--- src/dmag_pkg.sv ---
// Purpose: shared constants and types of the data memory address generator
// Assumes: 14-bit linear data space, 8-bit data, 32-bit register bus
// Notes: register offsets are byte addresses of aligned words
package dmag_pkg;
    // ----------------------------------------------------------------
    // data space layout
    // ----------------------------------------------------------------
    localparam int ADDR_W = 14;
    localparam int BSR_W = 6;
    localparam int DATA_W = 8;
    localparam logic [7:0] ACC_SPLIT = 8'h60;
    localparam logic [7:0] LIT_OFFS_MAX = 8'h5F;
    localparam logic [13:0] ACC_GPR_BASE = 14'h0500;
    localparam logic [13:0] ACC_SFR_BASE = 14'h0400;
    localparam logic [5:0] ACC_SFR_BANK = 6'h04;
    localparam logic [13:0] PTR_ONE = 14'h0001;
    // ----------------------------------------------------------------
    // virtual operands: five per pointer, inside the sfr bank
    // ----------------------------------------------------------------
    localparam logic [7:0] VIRT_BASE = 8'hD0;
    localparam logic [7:0] VIRT_SPAN = 8'h18;
    typedef enum logic [2:0] {
        VOP_PLAIN = 3'h0,
        VOP_POST_INCREMENT_OPERAND = 3'h1,
        VOP_POST_DECREMENT_OPERAND = 3'h2,
        VOP_PRE_INCREMENT_OPERAND = 3'h3,
        VOP_OFFSET_BY_WORKING_OPERAND = 3'h4
    } dmag_vop_t;
    // ----------------------------------------------------------------
    // register map and reset values
    // ----------------------------------------------------------------
    localparam logic [5:0] REG_BSR = 6'h00;
    localparam logic [5:0] REG_PTR_LO0 = 6'h04;
    localparam logic [5:0] REG_HI_OFS = 6'h04;
    localparam logic [5:0] REG_PTR_STRIDE = 6'h08;
    localparam logic [5:0] REG_WORK = 6'h1C;
    localparam logic [5:0] REG_CFG = 6'h20;
    localparam logic [5:0] REG_STAT = 6'h24;
    localparam logic [5:0] BSR_RST = 6'h00;
    localparam logic [13:0] PTR_RST = 14'h0000;
    localparam logic [7:0] WORK_RST = 8'h00;
    localparam int CFG_EXT_BIT = 0;
    // ----------------------------------------------------------------
    // bus slave states
    // ----------------------------------------------------------------
    typedef enum logic {
        BUS_IDLE = 1'b0,
        BUS_ACK = 1'b1
    } dmag_bus_st_t;
endpackage : dmag_pkg

--- src/dmag_top.sv ---
// Purpose: data memory address generator of an 8-bit core
// Assumes: one operand access per cycle, asynchronous-read data memory
// Notes: registers reached over Avalon-MM, one wait cycle per access
//
// Contract
// - access region is 96 gpr bytes of bank 5 plus 160 sfr bytes
// - region addresses 60h-FFh map to 460h-4FFh
// - access bit one forms address from bank pointer and file field
// - access bit zero ignores bank pointer and uses region map
// - region operand read or written in one cycle, no bank change
// - bank pointer gives upper bits, instruction gives low eight bits
// - writes to unimplemented space dropped, reads there return zero
// - instructions carry an 8-bit file address selecting the source
// - destination bit one writes source, zero writes working register
// - three pointers, each a high and a low byte register
// - each pointer holds a 14-bit target address
// - plain operand uses pointer target, pointer unchanged
// - indirect access reaches any bank regardless of bank pointer
// - post-decrement uses target then decreases pointer by one
// - post-increment uses target then increases pointer by one
// - pre-increment raises pointer first then uses new target
// - offset operand adds signed working value to pointer
// - offset operand leaves working register and pointer unchanged
// - steps act on whole pair, low byte carries into high byte
// - pointer steps alter no status flag
// - extended set bit enables literal offset mode via pointer two
`timescale 1ns/100ps
module dmag_top
    import dmag_pkg::*;
#(
    parameter logic [ADDR_W-1:0] IMPL_LAST_ADDR = 14'h0FFF
) (
    input wire logic clock_in,
    input wire logic sys_rst_in,
    input wire logic ce_in,
    input wire logic op_valid_in,
    input wire logic [7:0] op_file_in,
    input wire logic op_access_in,
    input wire logic op_dest_in,
    input wire logic op_rd_in,
    input wire logic op_wr_in,
    input wire logic op_last_in,
    input wire logic [DATA_W-1:0] op_result_in,
    input wire logic [DATA_W-1:0] mem_rdata_in,
    input wire logic [5:0] avs_address_in,
    input wire logic avs_read_in,
    input wire logic avs_write_in,
    input wire logic [31:0] avs_writedata_in,
    input wire logic [3:0] avs_byteenable_in,
    output logic [31:0] avs_readdata_out,
    output logic avs_waitrequest_out,
    output logic [ADDR_W-1:0] mem_addr_out,
    output logic mem_re_out,
    output logic mem_we_out,
    output logic [DATA_W-1:0] mem_wdata_out,
    output logic [DATA_W-1:0] operand_out,
    output logic operand_valid_out,
    output logic [DATA_W-1:0] work_reg_out
);
    if (IMPL_LAST_ADDR < ACC_GPR_BASE + ADDR_W'(LIT_OFFS_MAX)) begin : g_bad
        $error("implemented space must hold the access region");
    end

    logic [BSR_W-1:0] bsr_r;
    logic ext_r;
    logic [ADDR_W-1:0] last_addr_r;
    logic rd_pend_r;
    logic rd_zero_r;
    dmag_bus_st_t bus_st_r;
    logic [ADDR_W-1:0] ptr_q [3];
    logic [ADDR_W-1:0] dir_addr;
    logic [ADDR_W-1:0] eff_addr;
    logic [ADDR_W-1:0] ptr_sel;
    logic [ADDR_W-1:0] w_sext;
    logic [7:0] vofs;
    logic [1:0] vidx;
    dmag_vop_t vop;
    logic hit;
    logic impl;
    logic op_go;
    logic bus_wr_go;
    logic [31:0] rdata_nxt;

    // ----------------------------------------------------------------
    // file field resolution
    // ----------------------------------------------------------------
    // the 8-bit file field of the opcode feeds the map
    dmag_access_map u_map (
        .file_in(op_file_in),
        .access_in(op_access_in),
        .bsr_in(bsr_r),
        .ext_in(ext_r),
        .ptr2_in(ptr_q[2]),
        .addr_out(dir_addr)
    );

    // ----------------------------------------------------------------
    // virtual operand decode
    // ----------------------------------------------------------------
    // virtual operands sit in the sfr bank and have no storage
    always_comb begin
        vofs = dir_addr[7:0] - VIRT_BASE;
        hit = dir_addr[13:8] == ACC_SFR_BANK && dir_addr[7:0] >= VIRT_BASE
            && vofs < VIRT_SPAN && vofs[2:0] <= VOP_OFFSET_BY_WORKING_OPERAND;
        vidx = vofs[4:3];
        vop = dmag_vop_t'(vofs[2:0]);
    end

    // pointer of the addressed operand group
    always_comb begin
        unique case (vidx)
            2'h0: ptr_sel = ptr_q[0];
            2'h1: ptr_sel = ptr_q[1];
            default: ptr_sel = ptr_q[2];
        endcase
    end

    // effective address: pointer target replaces the operand location
    always_comb begin
        w_sext = {{(ADDR_W - DATA_W){work_reg_out[DATA_W-1]}}, work_reg_out};
        eff_addr = dir_addr;
        if (hit) begin
            unique case (vop)
                VOP_PRE_INCREMENT_OPERAND: eff_addr = ptr_sel + PTR_ONE;
                VOP_OFFSET_BY_WORKING_OPERAND: eff_addr = ptr_sel + w_sext;
                default: eff_addr = ptr_sel;
            endcase
        end
        impl = eff_addr <= IMPL_LAST_ADDR;
        op_go = ce_in && op_valid_in;
    end

    // ----------------------------------------------------------------
    // pointer pairs
    // ----------------------------------------------------------------
    // one pair per pointer; steps only on the final access of an op
    generate
        for (genvar gi = 0; gi < 3; gi++) begin : g_ptr
            localparam logic [5:0] LO_OFS = REG_PTR_LO0
                + 6'(gi) * REG_PTR_STRIDE;
            logic sel;
            logic step;
            logic [ADDR_W-1:0] step_val;
            always_comb begin
                sel = hit && vidx == 2'(gi);
                step = op_valid_in && op_last_in && sel
                    && (vop == VOP_POST_INCREMENT_OPERAND || vop == VOP_POST_DECREMENT_OPERAND
                    || vop == VOP_PRE_INCREMENT_OPERAND);
                step_val = (vop == VOP_POST_DECREMENT_OPERAND) ? ptr_q[gi] - PTR_ONE
                    : ptr_q[gi] + PTR_ONE;
            end
            dmag_ptr_pair #(.PTR_W(ADDR_W)) u_ptr (
                .clock_in(clock_in),
                .sys_rst_in(sys_rst_in),
                .ce_in(ce_in),
                .lo_wr_in(bus_wr_go && avs_address_in == LO_OFS),
                .hi_wr_in(bus_wr_go
                    && avs_address_in == LO_OFS + REG_HI_OFS),
                .wdata_in(avs_writedata_in[7:0]),
                .step_in(step),
                .step_val_in(step_val),
                .ptr_out(ptr_q[gi])
            );
        end
    endgenerate

    // ----------------------------------------------------------------
    // data memory request
    // ----------------------------------------------------------------
    // one access per cycle; unimplemented space never sees a write
    always_ff @(posedge clock_in or posedge sys_rst_in) begin
        if (sys_rst_in) begin
            mem_addr_out <= '0;
            mem_re_out <= 1'b0;
            mem_we_out <= 1'b0;
            mem_wdata_out <= '0;
            last_addr_r <= '0;
        end else if (ce_in) begin
            mem_re_out <= op_valid_in && op_rd_in && impl;
            mem_we_out <= op_valid_in && op_wr_in && op_dest_in
                && impl;
            if (op_valid_in) begin
                mem_addr_out <= eff_addr;
                mem_wdata_out <= op_result_in;
                last_addr_r <= eff_addr;
            end
        end
    end

    // operand return, forced to zero outside implemented space
    always_ff @(posedge clock_in or posedge sys_rst_in) begin
        if (sys_rst_in) begin
            rd_pend_r <= 1'b0;
            rd_zero_r <= 1'b0;
            operand_out <= '0;
            operand_valid_out <= 1'b0;
        end else if (ce_in) begin
            rd_pend_r <= op_valid_in && op_rd_in;
            rd_zero_r <= !impl;
            operand_valid_out <= rd_pend_r;
            if (rd_pend_r) begin
                operand_out <= rd_zero_r ? '0 : mem_rdata_in;
            end
        end
    end

    // working register: core result with dest clear, else bus write
    always_ff @(posedge clock_in or posedge sys_rst_in) begin
        if (sys_rst_in) begin
            work_reg_out <= WORK_RST;
        end else if (ce_in) begin
            if (op_valid_in && op_wr_in && !op_dest_in) begin
                work_reg_out <= op_result_in;
            end else if (bus_wr_go && avs_address_in == REG_WORK) begin
                work_reg_out <= avs_writedata_in[7:0];
            end
        end
    end

    // ----------------------------------------------------------------
    // register bus slave
    // ----------------------------------------------------------------
    // a write lands on the edge where waitrequest is seen low
    assign bus_wr_go = ce_in && avs_write_in && bus_st_r == BUS_ACK
        && avs_byteenable_in[0];

    // read mux; unmapped offsets read zero
    always_comb begin
        rdata_nxt = '0;
        unique case (avs_address_in)
            REG_BSR: rdata_nxt = 32'(bsr_r);
            REG_PTR_LO0: rdata_nxt = 32'(ptr_q[0][7:0]);
            REG_PTR_LO0 + REG_HI_OFS: rdata_nxt = 32'(ptr_q[0][13:8]);
            REG_PTR_LO0 + REG_PTR_STRIDE: rdata_nxt = 32'(ptr_q[1][7:0]);
            REG_PTR_LO0 + REG_PTR_STRIDE + REG_HI_OFS:
                rdata_nxt = 32'(ptr_q[1][13:8]);
            REG_WORK - REG_PTR_STRIDE: rdata_nxt = 32'(ptr_q[2][7:0]);
            REG_WORK - REG_HI_OFS: rdata_nxt = 32'(ptr_q[2][13:8]);
            REG_WORK: rdata_nxt = 32'(work_reg_out);
            REG_CFG: rdata_nxt = 32'(ext_r);
            REG_STAT: rdata_nxt = 32'(last_addr_r);
            default: rdata_nxt = '0;
        endcase
    end

    // handshake: idle with waitrequest high, one answer cycle low
    always_ff @(posedge clock_in or posedge sys_rst_in) begin
        if (sys_rst_in) begin
            bus_st_r <= BUS_IDLE;
            avs_waitrequest_out <= 1'b1;
            avs_readdata_out <= '0;
        end else if (ce_in) begin
            unique case (bus_st_r)
                BUS_IDLE: begin
                    if (avs_read_in || avs_write_in) begin
                        bus_st_r <= BUS_ACK;
                        avs_waitrequest_out <= 1'b0;
                        avs_readdata_out <= rdata_nxt;
                    end
                end
                BUS_ACK: begin
                    bus_st_r <= BUS_IDLE;
                    avs_waitrequest_out <= 1'b1;
                end
            endcase
        end
    end

    // bank pointer and configuration written by software
    always_ff @(posedge clock_in or posedge sys_rst_in) begin
        if (sys_rst_in) begin
            bsr_r <= BSR_RST;
            ext_r <= 1'b0;
        end else if (bus_wr_go) begin
            if (avs_address_in == REG_BSR) begin
                bsr_r <= avs_writedata_in[BSR_W-1:0];
            end
            if (avs_address_in == REG_CFG) begin
                ext_r <= avs_writedata_in[CFG_EXT_BIT];
            end
        end
    end

    logic plain0;
    logic no_bus0;
    assign plain0 = op_go && hit && vidx == 2'h0;
    assign no_bus0 = !(avs_write_in && bus_st_r == BUS_ACK);
endmodule : dmag_top

--- src/dmag_access_map.sv ---
// Purpose: resolve the 8-bit file field into a 14-bit data address
// Assumes: purely combinational, used inside the top module
// Notes: covers banked, access region and literal offset forms
`timescale 1ns/100ps
module dmag_access_map
    import dmag_pkg::*;
(
    input wire logic [7:0] file_in,
    input wire logic access_in,
    input wire logic [BSR_W-1:0] bsr_in,
    input wire logic ext_in,
    input wire logic [ADDR_W-1:0] ptr2_in,
    output logic [ADDR_W-1:0] addr_out
);
    // ----------------------------------------------------------------
    // address selection
    // ----------------------------------------------------------------
    // banked, literal offset, sfr half or gpr half of the access region
    always_comb begin
        if (access_in) begin
            addr_out = {bsr_in, file_in};
        end else if (ext_in && file_in <= LIT_OFFS_MAX) begin
            addr_out = ptr2_in + ADDR_W'(file_in);
        end else if (file_in >= ACC_SPLIT) begin
            addr_out = ACC_SFR_BASE + ADDR_W'(file_in);
        end else begin
            addr_out = ACC_GPR_BASE + ADDR_W'(file_in);
        end
    end
endmodule : dmag_access_map

--- src/dmag_ptr_pair.sv ---
// Purpose: one indirect pointer pair held as a whole linear address
// Assumes: bus byte writes take priority over an operand step
// Notes: high byte holds the upper address bits, rest read as zero
`timescale 1ns/100ps
module dmag_ptr_pair
    import dmag_pkg::*;
#(
    parameter int PTR_W = ADDR_W
) (
    input wire logic clock_in,
    input wire logic sys_rst_in,
    input wire logic ce_in,
    input wire logic lo_wr_in,
    input wire logic hi_wr_in,
    input wire logic [7:0] wdata_in,
    input wire logic step_in,
    input wire logic [PTR_W-1:0] step_val_in,
    output logic [PTR_W-1:0] ptr_out
);
    // refuse widths that the byte loads cannot fill
    if (PTR_W <= 8 || PTR_W > 16) begin : g_bad_width
        $error("pointer width must be 9 to 16");
    end
    // ----------------------------------------------------------------
    // pointer storage
    // ----------------------------------------------------------------
    // byte loads from software, whole-pair steps from the operands
    always_ff @(posedge clock_in or posedge sys_rst_in) begin
        if (sys_rst_in) begin
            ptr_out <= PTR_W'(PTR_RST);
        end else if (ce_in) begin
            if (lo_wr_in) begin
                ptr_out[7:0] <= wdata_in;
            end else if (hi_wr_in) begin
                ptr_out[PTR_W-1:8] <= wdata_in[PTR_W-9:0];
            end else if (step_in) begin
                ptr_out <= step_val_in;
            end
        end
    end
endmodule : dmag_ptr_pair

--- config.mk ---
export PLATFORM = sky130hd
export DESIGN_NAME = dmag_top
export DESIGN_NICKNAME = d
export VERILOG_FILES = /design/src/dmag_pkg.sv /design/src/dmag_top.sv /design/src/dmag_access_map.sv /design/src/dmag_ptr_pair.sv
export SDC_FILE = /design/constraint.sdc
export NUM_CORES = 1
export LEC_CHECK = 0
export BUFFER_PORTS_ARGS = -buffer_cell sky130_fd_sc_hd__buf_2
export CORE_MARGIN = 3
export CORE_UTILIZATION = 56
export DETAILED_ROUTE_END_ITERATION = 8
export HOLD_SLACK_MARGIN = 0.02
export PLACE_DENSITY = 0.89
export REMOVE_ABC_BUFFERS = 1
export SLEW_MARGIN = 20
export SYNTH_ARGS = -nofsm -noshare
export SYNTH_HDL_FRONTEND = slang
export SYNTH_SLANG_ARGS = --single-unit
--- constraint.sdc ---
create_clock -name clock_in -period 8.6 [get_ports clock_in]
set_input_delay 0.86 -clock clock_in [delete_from_list [all_inputs] [get_ports clock_in]]
set_output_delay 0.86 -clock clock_in [all_outputs]
set_load 0.01 [all_outputs]
Word level (Yosys, flattened, before mapping)
Index checks and enable logic that the tools add are counted.
{ "classes": {"add_sub_neg": 12, "mul": 0, "div": 0, "order_cmp": 6, "n_eq_ne": 20, "shift": 0, "muxes": 29, "n_bitwise": 4, "n_reduce_logical": 57} }
{ "ops": {"columns": ["cell", "count"], "rows": [
  ["$mux 14", 10],
  ["$pmux 14 s10", 1],
  ["$mux 8", 9],
  ["$add 14x1->14 const B", 4],
  ["$pmux 14 s2", 2],
  ["$sub 14x1->14 const B", 3],
  ["$logic_and 1x1->1", 30],
  ["$add 11x8->12 const A", 2],
  ["$eq 6x5->1 const B", 4],
  ["$reduce_and 3->1", 7],
  ["$mux 6", 3],
  ["$add 14x14->14", 1],
  ["$add 14x8->14", 1],
  ["$le 14x12->1 const B", 1],
  ["$reduce_bool 2->1", 7],
  ["$eq 6x3->1 const B", 2],
  ["$eq 6x4->1 const B", 2],
  ["$eq 6x6->1 const B", 2],
  ["$reduce_and 2->1", 6],
  ["$ge 8x7->1 const B", 1],
  ["$ge 8x8->1 const B", 1],
  ["$le 8x7->1 const B", 1],
  ["$lt 8x5->1 const B", 1],
  ["$sub 8x8->8 const B", 1],
  ["15 further kinds", 26]
]} }
{ "totals": {"ff_bits": 126, "latch_bits": 0, "ramBits": 0, "romBits": 0, "inputBits": 77, "output_inout_bits": 74, "elab_cells": 148, "memories": 0} }

Longest topological paths before layout
{ "depth": {"ltp_word": 14, "mapped_depth": 21, "ltp_nobuf": 20} }

By module
Synthesis repeated with hierarchy kept, for this count alone.
{ "hier_totals": {"cells_unflattened": 985, "area_unflattened_um2": 9100.0} }
{ "modules_own_cells": {"columns": ["mod", "instances", "cells_each", "area_per_inst_um2"], "rows": [
  ["dmag_top", 1, 734, 6174.7],
  ["dmag_ptr_pair", 3, 49, 737.0],
  ["dmag_access_map", 1, 104, 714.4]
]} }

Worst setup path before layout
No wires, ideal clock.
{ "synth_timing": {"path_kind": "in2reg", "from": "in op_file_in[2]", "to": "reg mem_re_out", "arrival_ns": 5.306, "required_ns": 8.533, "slack_ns": 3.228, "stages": 18, "n_path_buf": 2, "cell_sequence": "ha_1 a21oi_2 a21boi_0 o31ai_1 buf_2 buf_2 mux2i_1 o21ai_0 ha_1 o21ai_0 o21a_1 o31a_1 a2111oi_0 o221ai_1 o31ai_1 xor2_1 a211oi_1 a41o_1"} }
{ "synth_via": {"elab_chain_len": 12, "word_cells_on_any_way": 28} }
{ "synth_lines": {"columns": ["element", "line_no", "source"], "rows": [
  ["start: declaration", "dmag_top.sv:37", "input wire logic [7:0] op_file_in,"],
  ["$add 11x8->12 (tied with other cells)", "dmag_access_map.sv:27", "addr_out = ACC_GPR_BASE + ADDR_W'(file_in);"],
  ["$mux 14 / $logic_and 1x1->1 (equally long branches)", "dmag_access_map.sv:24, dmag_access_map.sv:22", null],
  ["$mux 14", "dmag_access_map.sv:22", "end else if (ext_in && file_in <= LIT_OFFS_MAX) begin"],
  ["$mux 14 (*)", "dmag_access_map.sv:20", "if (access_in) begin"],
  ["$sub 8x8->8", "dmag_top.sv:102", "vofs = dir_addr[7:0] - VIRT_BASE;"],
  ["$eq 2x1->1 / $logic_not 2->1 (equally long branches)", "dmag_top.sv:111", "unique case (vidx)"],
  ["$pmux 14 s2", "dmag_top.sv:111", null],
  ["$add 14x14->14 / $add 14x1->14 (equally long branches)", "dmag_top.sv:125, dmag_top.sv:124", null],
  ["$pmux 14 s2", "dmag_top.sv:123", "unique case (vop)"],
  ["$mux 14 (*)", "dmag_top.sv:122", "if (hit) begin"],
  ["$le 14x12->1 (*)", "dmag_top.sv:129", "impl = eff_addr <= IMPL_LAST_ADDR;"],
  ["$logic_and 1x1->1 (*)", "dmag_top.sv:179", "mem_re_out <= op_valid_in && op_rd_in && impl;"],
  ["end signal: assignment", "dmag_top.sv:179", null],
  ["end: declaration", "dmag_top.sv:53", "output logic mem_re_out,"]
]} }
Mark *: on every way between the ends. The rest lies on a longest branch, timed or not.
A chain may end at the register's enable or synchronous reset.

Final worst setup path
{ "layout_timing": {"from": "in op_file_in[0]", "to": "reg rd_zero_r"} }
{ "layout_via": {"elab_chain_len": 12, "word_cells_on_any_way": 28} }
{ "layout_lines": {"columns": ["element", "line_no", "source"], "rows": [
  ["$add 11x8->12 (tied with other cells)", "dmag_access_map.sv:27", null],
  ["$mux 14 / $logic_and 1x1->1 (equally long branches)", "dmag_access_map.sv:24, dmag_access_map.sv:22", null],
  ["$mux 14", "dmag_access_map.sv:22", null],
  ["$mux 14 (*)", "dmag_access_map.sv:20", null],
  ["$sub 8x8->8", "dmag_top.sv:102", null],
  ["$eq 2x1->1 / $logic_not 2->1 (equally long branches)", "dmag_top.sv:111", null],
  ["$pmux 14 s2", "dmag_top.sv:111", null],
  ["$add 14x14->14 / $add 14x1->14 (equally long branches)", "dmag_top.sv:125, dmag_top.sv:124", null],
  ["$pmux 14 s2", "dmag_top.sv:123", null],
  ["$mux 14 (*)", "dmag_top.sv:122", null],
  ["$le 14x12->1 (*)", "dmag_top.sv:129", null],
  ["$logic_not 1->1 (*)", "dmag_top.sv:199", "rd_zero_r <= !impl;"],
  ["end signal: assignment", "dmag_top.sv:199", null],
  ["end: declaration", "dmag_top.sv:68", "logic rd_zero_r;"]
]} }
Marked as above.

==> summary.txt <==
Outcome = finished clean
Mean post-synth cell area = 8.54 um^2
Crit-path max FO = 28
Total of max-cap violations = 0
DP Cell Count = 1,381
Post-Synth Simple-Gate Area = 20.1%
Synth Area in Compound Gates = 26.4%
Sequential fraction of the synthesis area = 28.9%
Post-Synth XOR/XNOR Area = 4.11%
Worst IR Drop VDD = 99.3 uV
Worst rel slew slack = 21.4%
Gr usage total = 32.6%
CP Launch Type = input pin
Core Area = 16,100 um^2
Root Driver = clkbuf_16
Post-synthesis cell area = 9370 um^2
CTS tree = done
IO buf count = 105
Period Utilization, post-route = 77.3%
CP arrival = 6860 ps
Worst setup EP type = register
Multiplexer area fraction after synthesis = 7.28%
Worst min-delay path class = reg2reg
LEAKAGE = 4.80 nW
Vias in the first global route = 8,868
DRC violations left = 0
PD cells = 130 nW/um^2
Non-filler cells, final = 1,397
Synth Instances = 1,097
Crit path required time = 8810 ps
Post-Synth Adder-Cell Area = 8.95%
CTS H-Tree Depth = 3
Worst-path clk slew = 80 ps
Yosys Warn Count = 0
Crit path kind = in2reg
Post-Route Skew = 8.37 ps
First-pass GRT wire length = 47,300 um
CTS max path bufs = 2
WL/cell = 21.6 um
Register bit count reported by yosys = 108
Post_cts resized = 0
DRT Wirelength = 30,200 um
Synth Flop Type = dfrtp_1
Initial antenna violation count = 0
Setup Fix Bufs, Post-CTS = 0
Final setup fails = 0
Synth cell types = 83
Post-route cell area = 10,300 um^2
Final Hold Viols = 0
Vias per std cell = 6.74
Clock period minus worst slack = 6650 ps
Share of cells above drive strength 1 = 16.0%
Vias = 9,413
Die H = 135 um
DRT iter0 DRCs = 920
DP Area = 9990 um^2
First-pass iteration count of the detailed router = 5
CTS Buf Count = 9
Largest family of logic cells by synthesized area = compound AO/OA/AOI/OAI gates
Clock latency at the later pin of the worst-skew pair = 360 ps
WHS = 481 ps
Pins Over Slew Limit = 0
Clock sink total = 108
CTS Hold Bufs = 0
Fin nets = 1,317
Post-Route Setup TNS = 0 ps
IO Pins = 151
Initial Utilization = 58.1%
Die ar. = 18,300 um^2
Slew @ Worst Pin = 1180 ps
Post-route ant nets = 0
Cell Rows = 46
Layout area overhead = 9.86%
DP HPWL = 22,700 um
ANT cells = 0
Area leader, netlist = dfrtp_1
Die width = 135 um
RSZ-0062 raised after global routing = false
Post-synth EDFFs = 0
Largest net degree at the start of global routing = 65
Grt ovf = 0
FFs w/ async S/R, synth = 100%
F_max = 0.150 GHz
GP Congestion = 1.05
Synth top area cells = dfrtp_1 (29%), ha_1 (7.9%), nand2_1 (4.8%), mux2i_1 (4.3%), o21ai_0 (3.5%)
Yosys top cell area share = 28.6%
-- critical path, cell delays in order --
cell and delay (ps):
buf_2 140, ha_1 240, fa_1 440, a21o_1 240, a21oi_1 200, xnor2_1 130
mux2_2 400, clkinv_1 660, o21ai_0 540, ha_1 320, o21ai_0 140, o21a_1 220
o31a_1 340, a2111oi_0 660, o221ai_1 260, o31ai_1 160, xor2_1 170, a211oi_1 570
a21oi_1 160
-- cell usage in the layout, fill, tap and decap left out, types with 10 or more instances in the layout --
cell	instances
a211oi_1	20
xor2_1	21
mux2i_1	40
a31oi_1	10
o221ai_1	15
dfrtp_1	107
a22oi_1	25
buf_2	105
o21a_1	12
xnor2_1	23
and3_1	31
conb_1	18
o211ai_1	12
nor3_1	36
nor2_1	81
a21o_1	21
mux2_2	24
nand2_1	118
or3_1	11
nand2b_1	16
o21ai_0	65
inv_1	18
nand3_1	23
a21oi_1	61
ha_1	59
-- metal layers --
metal	vias to the layer above	GRT usage [%]	routed length [um]	share of wire, %
li1	4266	-	-	-
met3	110	8.17	3680	12
met4	0	13.7	1260	4.2
met2	563	49.8	13400	44
met5	-	0	0	0
met1	4474	44.2	11800	39
-- where the power goes --
group	total (mW)	leakage (nW)	internal [mW]	switching [mW]
sequential	0.581	1.28	0.543	0.0381
combinational	0.333	3.37	0.128	0.205
clock	0.426	0.146	0.214	0.213
total	1.34	4.80	0.885	0.456
-- cell families after synthesis --
logic type               count (synthesis)
AND/OR/NAND/NOR                        379
AO/OA/AOI/OAI                          353
flip-flops                             108
buffers and inverters                   83
multiplexers                            65
adder cells (fa/ha/maj)                 64
XOR/XNOR                                44
other                                    1
-- through the flow --
| stage | util, % | worst slack [ps] | power (mW) |
|---|---|---|---|
| 3_3_place_gp | 62.0 | 1990 | 0.905 |
| 2_1_floorplan | - | 2140 | 0.789 |
| 5_1_grt | 63.9 | 1550 | 1.40 |
| 3_5_place_dp | 62.0 | 1760 | 0.916 |
| 6_report | 63.9 | 1950 | 1.34 |
| 4_1_cts | 63.8 | 2140 | 1.34 |
-- Yosys cell counts, types with 23 or more instances --
cell      instances
a21oi_1          61
a22oi_1          25
and3_1           31
clkbuf_1         33
dfrtp_1         107
ha_1             59
mux2_2           24
mux2i_1          40
nand2_1         119
nand3_1          23
nor2_1           81
nor3_1           37
o21ai_0          65
xnor2_1          23
-- layout make-up --
class	count	area (um^2)
fill	1336	5820
multi-input combinational	923	6350
tap	216	270
clock inverter	6	63.8
inverter	22	85.1
clock buffer	10	239
sequential	108	2700
timing repair buffer	112	578
-- registers in the layout (all words and copies together) (netlist names), 6 cells and up --
name / cells
avs_readdata_out: 14
last_addr_r: 14
g_ptr.u_ptr.ptr_out: 42
work_reg_out: 8
operand_out: 8
mem_wdata_out: 8
bsr_r: 6
-- worst paths after layout --
kind	from	slack [ps]	end	depth (start not counted)
max	op_file_in[0]	1950	rd_zero_r	19
min	avs_readdata_out[6]	480	avs_readdata_out[6]	2
max reg2reg	g_ptr[2].u_ptr.ptr_out[0]	2070	rd_zero_r	18
min reg2reg	avs_readdata_out[6]	480	avs_readdata_out[6]	2
max in group asynchronous	sys_rst_in	6820	g_ptr[2].u_ptr.ptr_out[6]	3
min in group asynchronous	sys_rst_in	540	operand_out[7]	2
No activity file was read; power rests on OpenSTA's default activity.
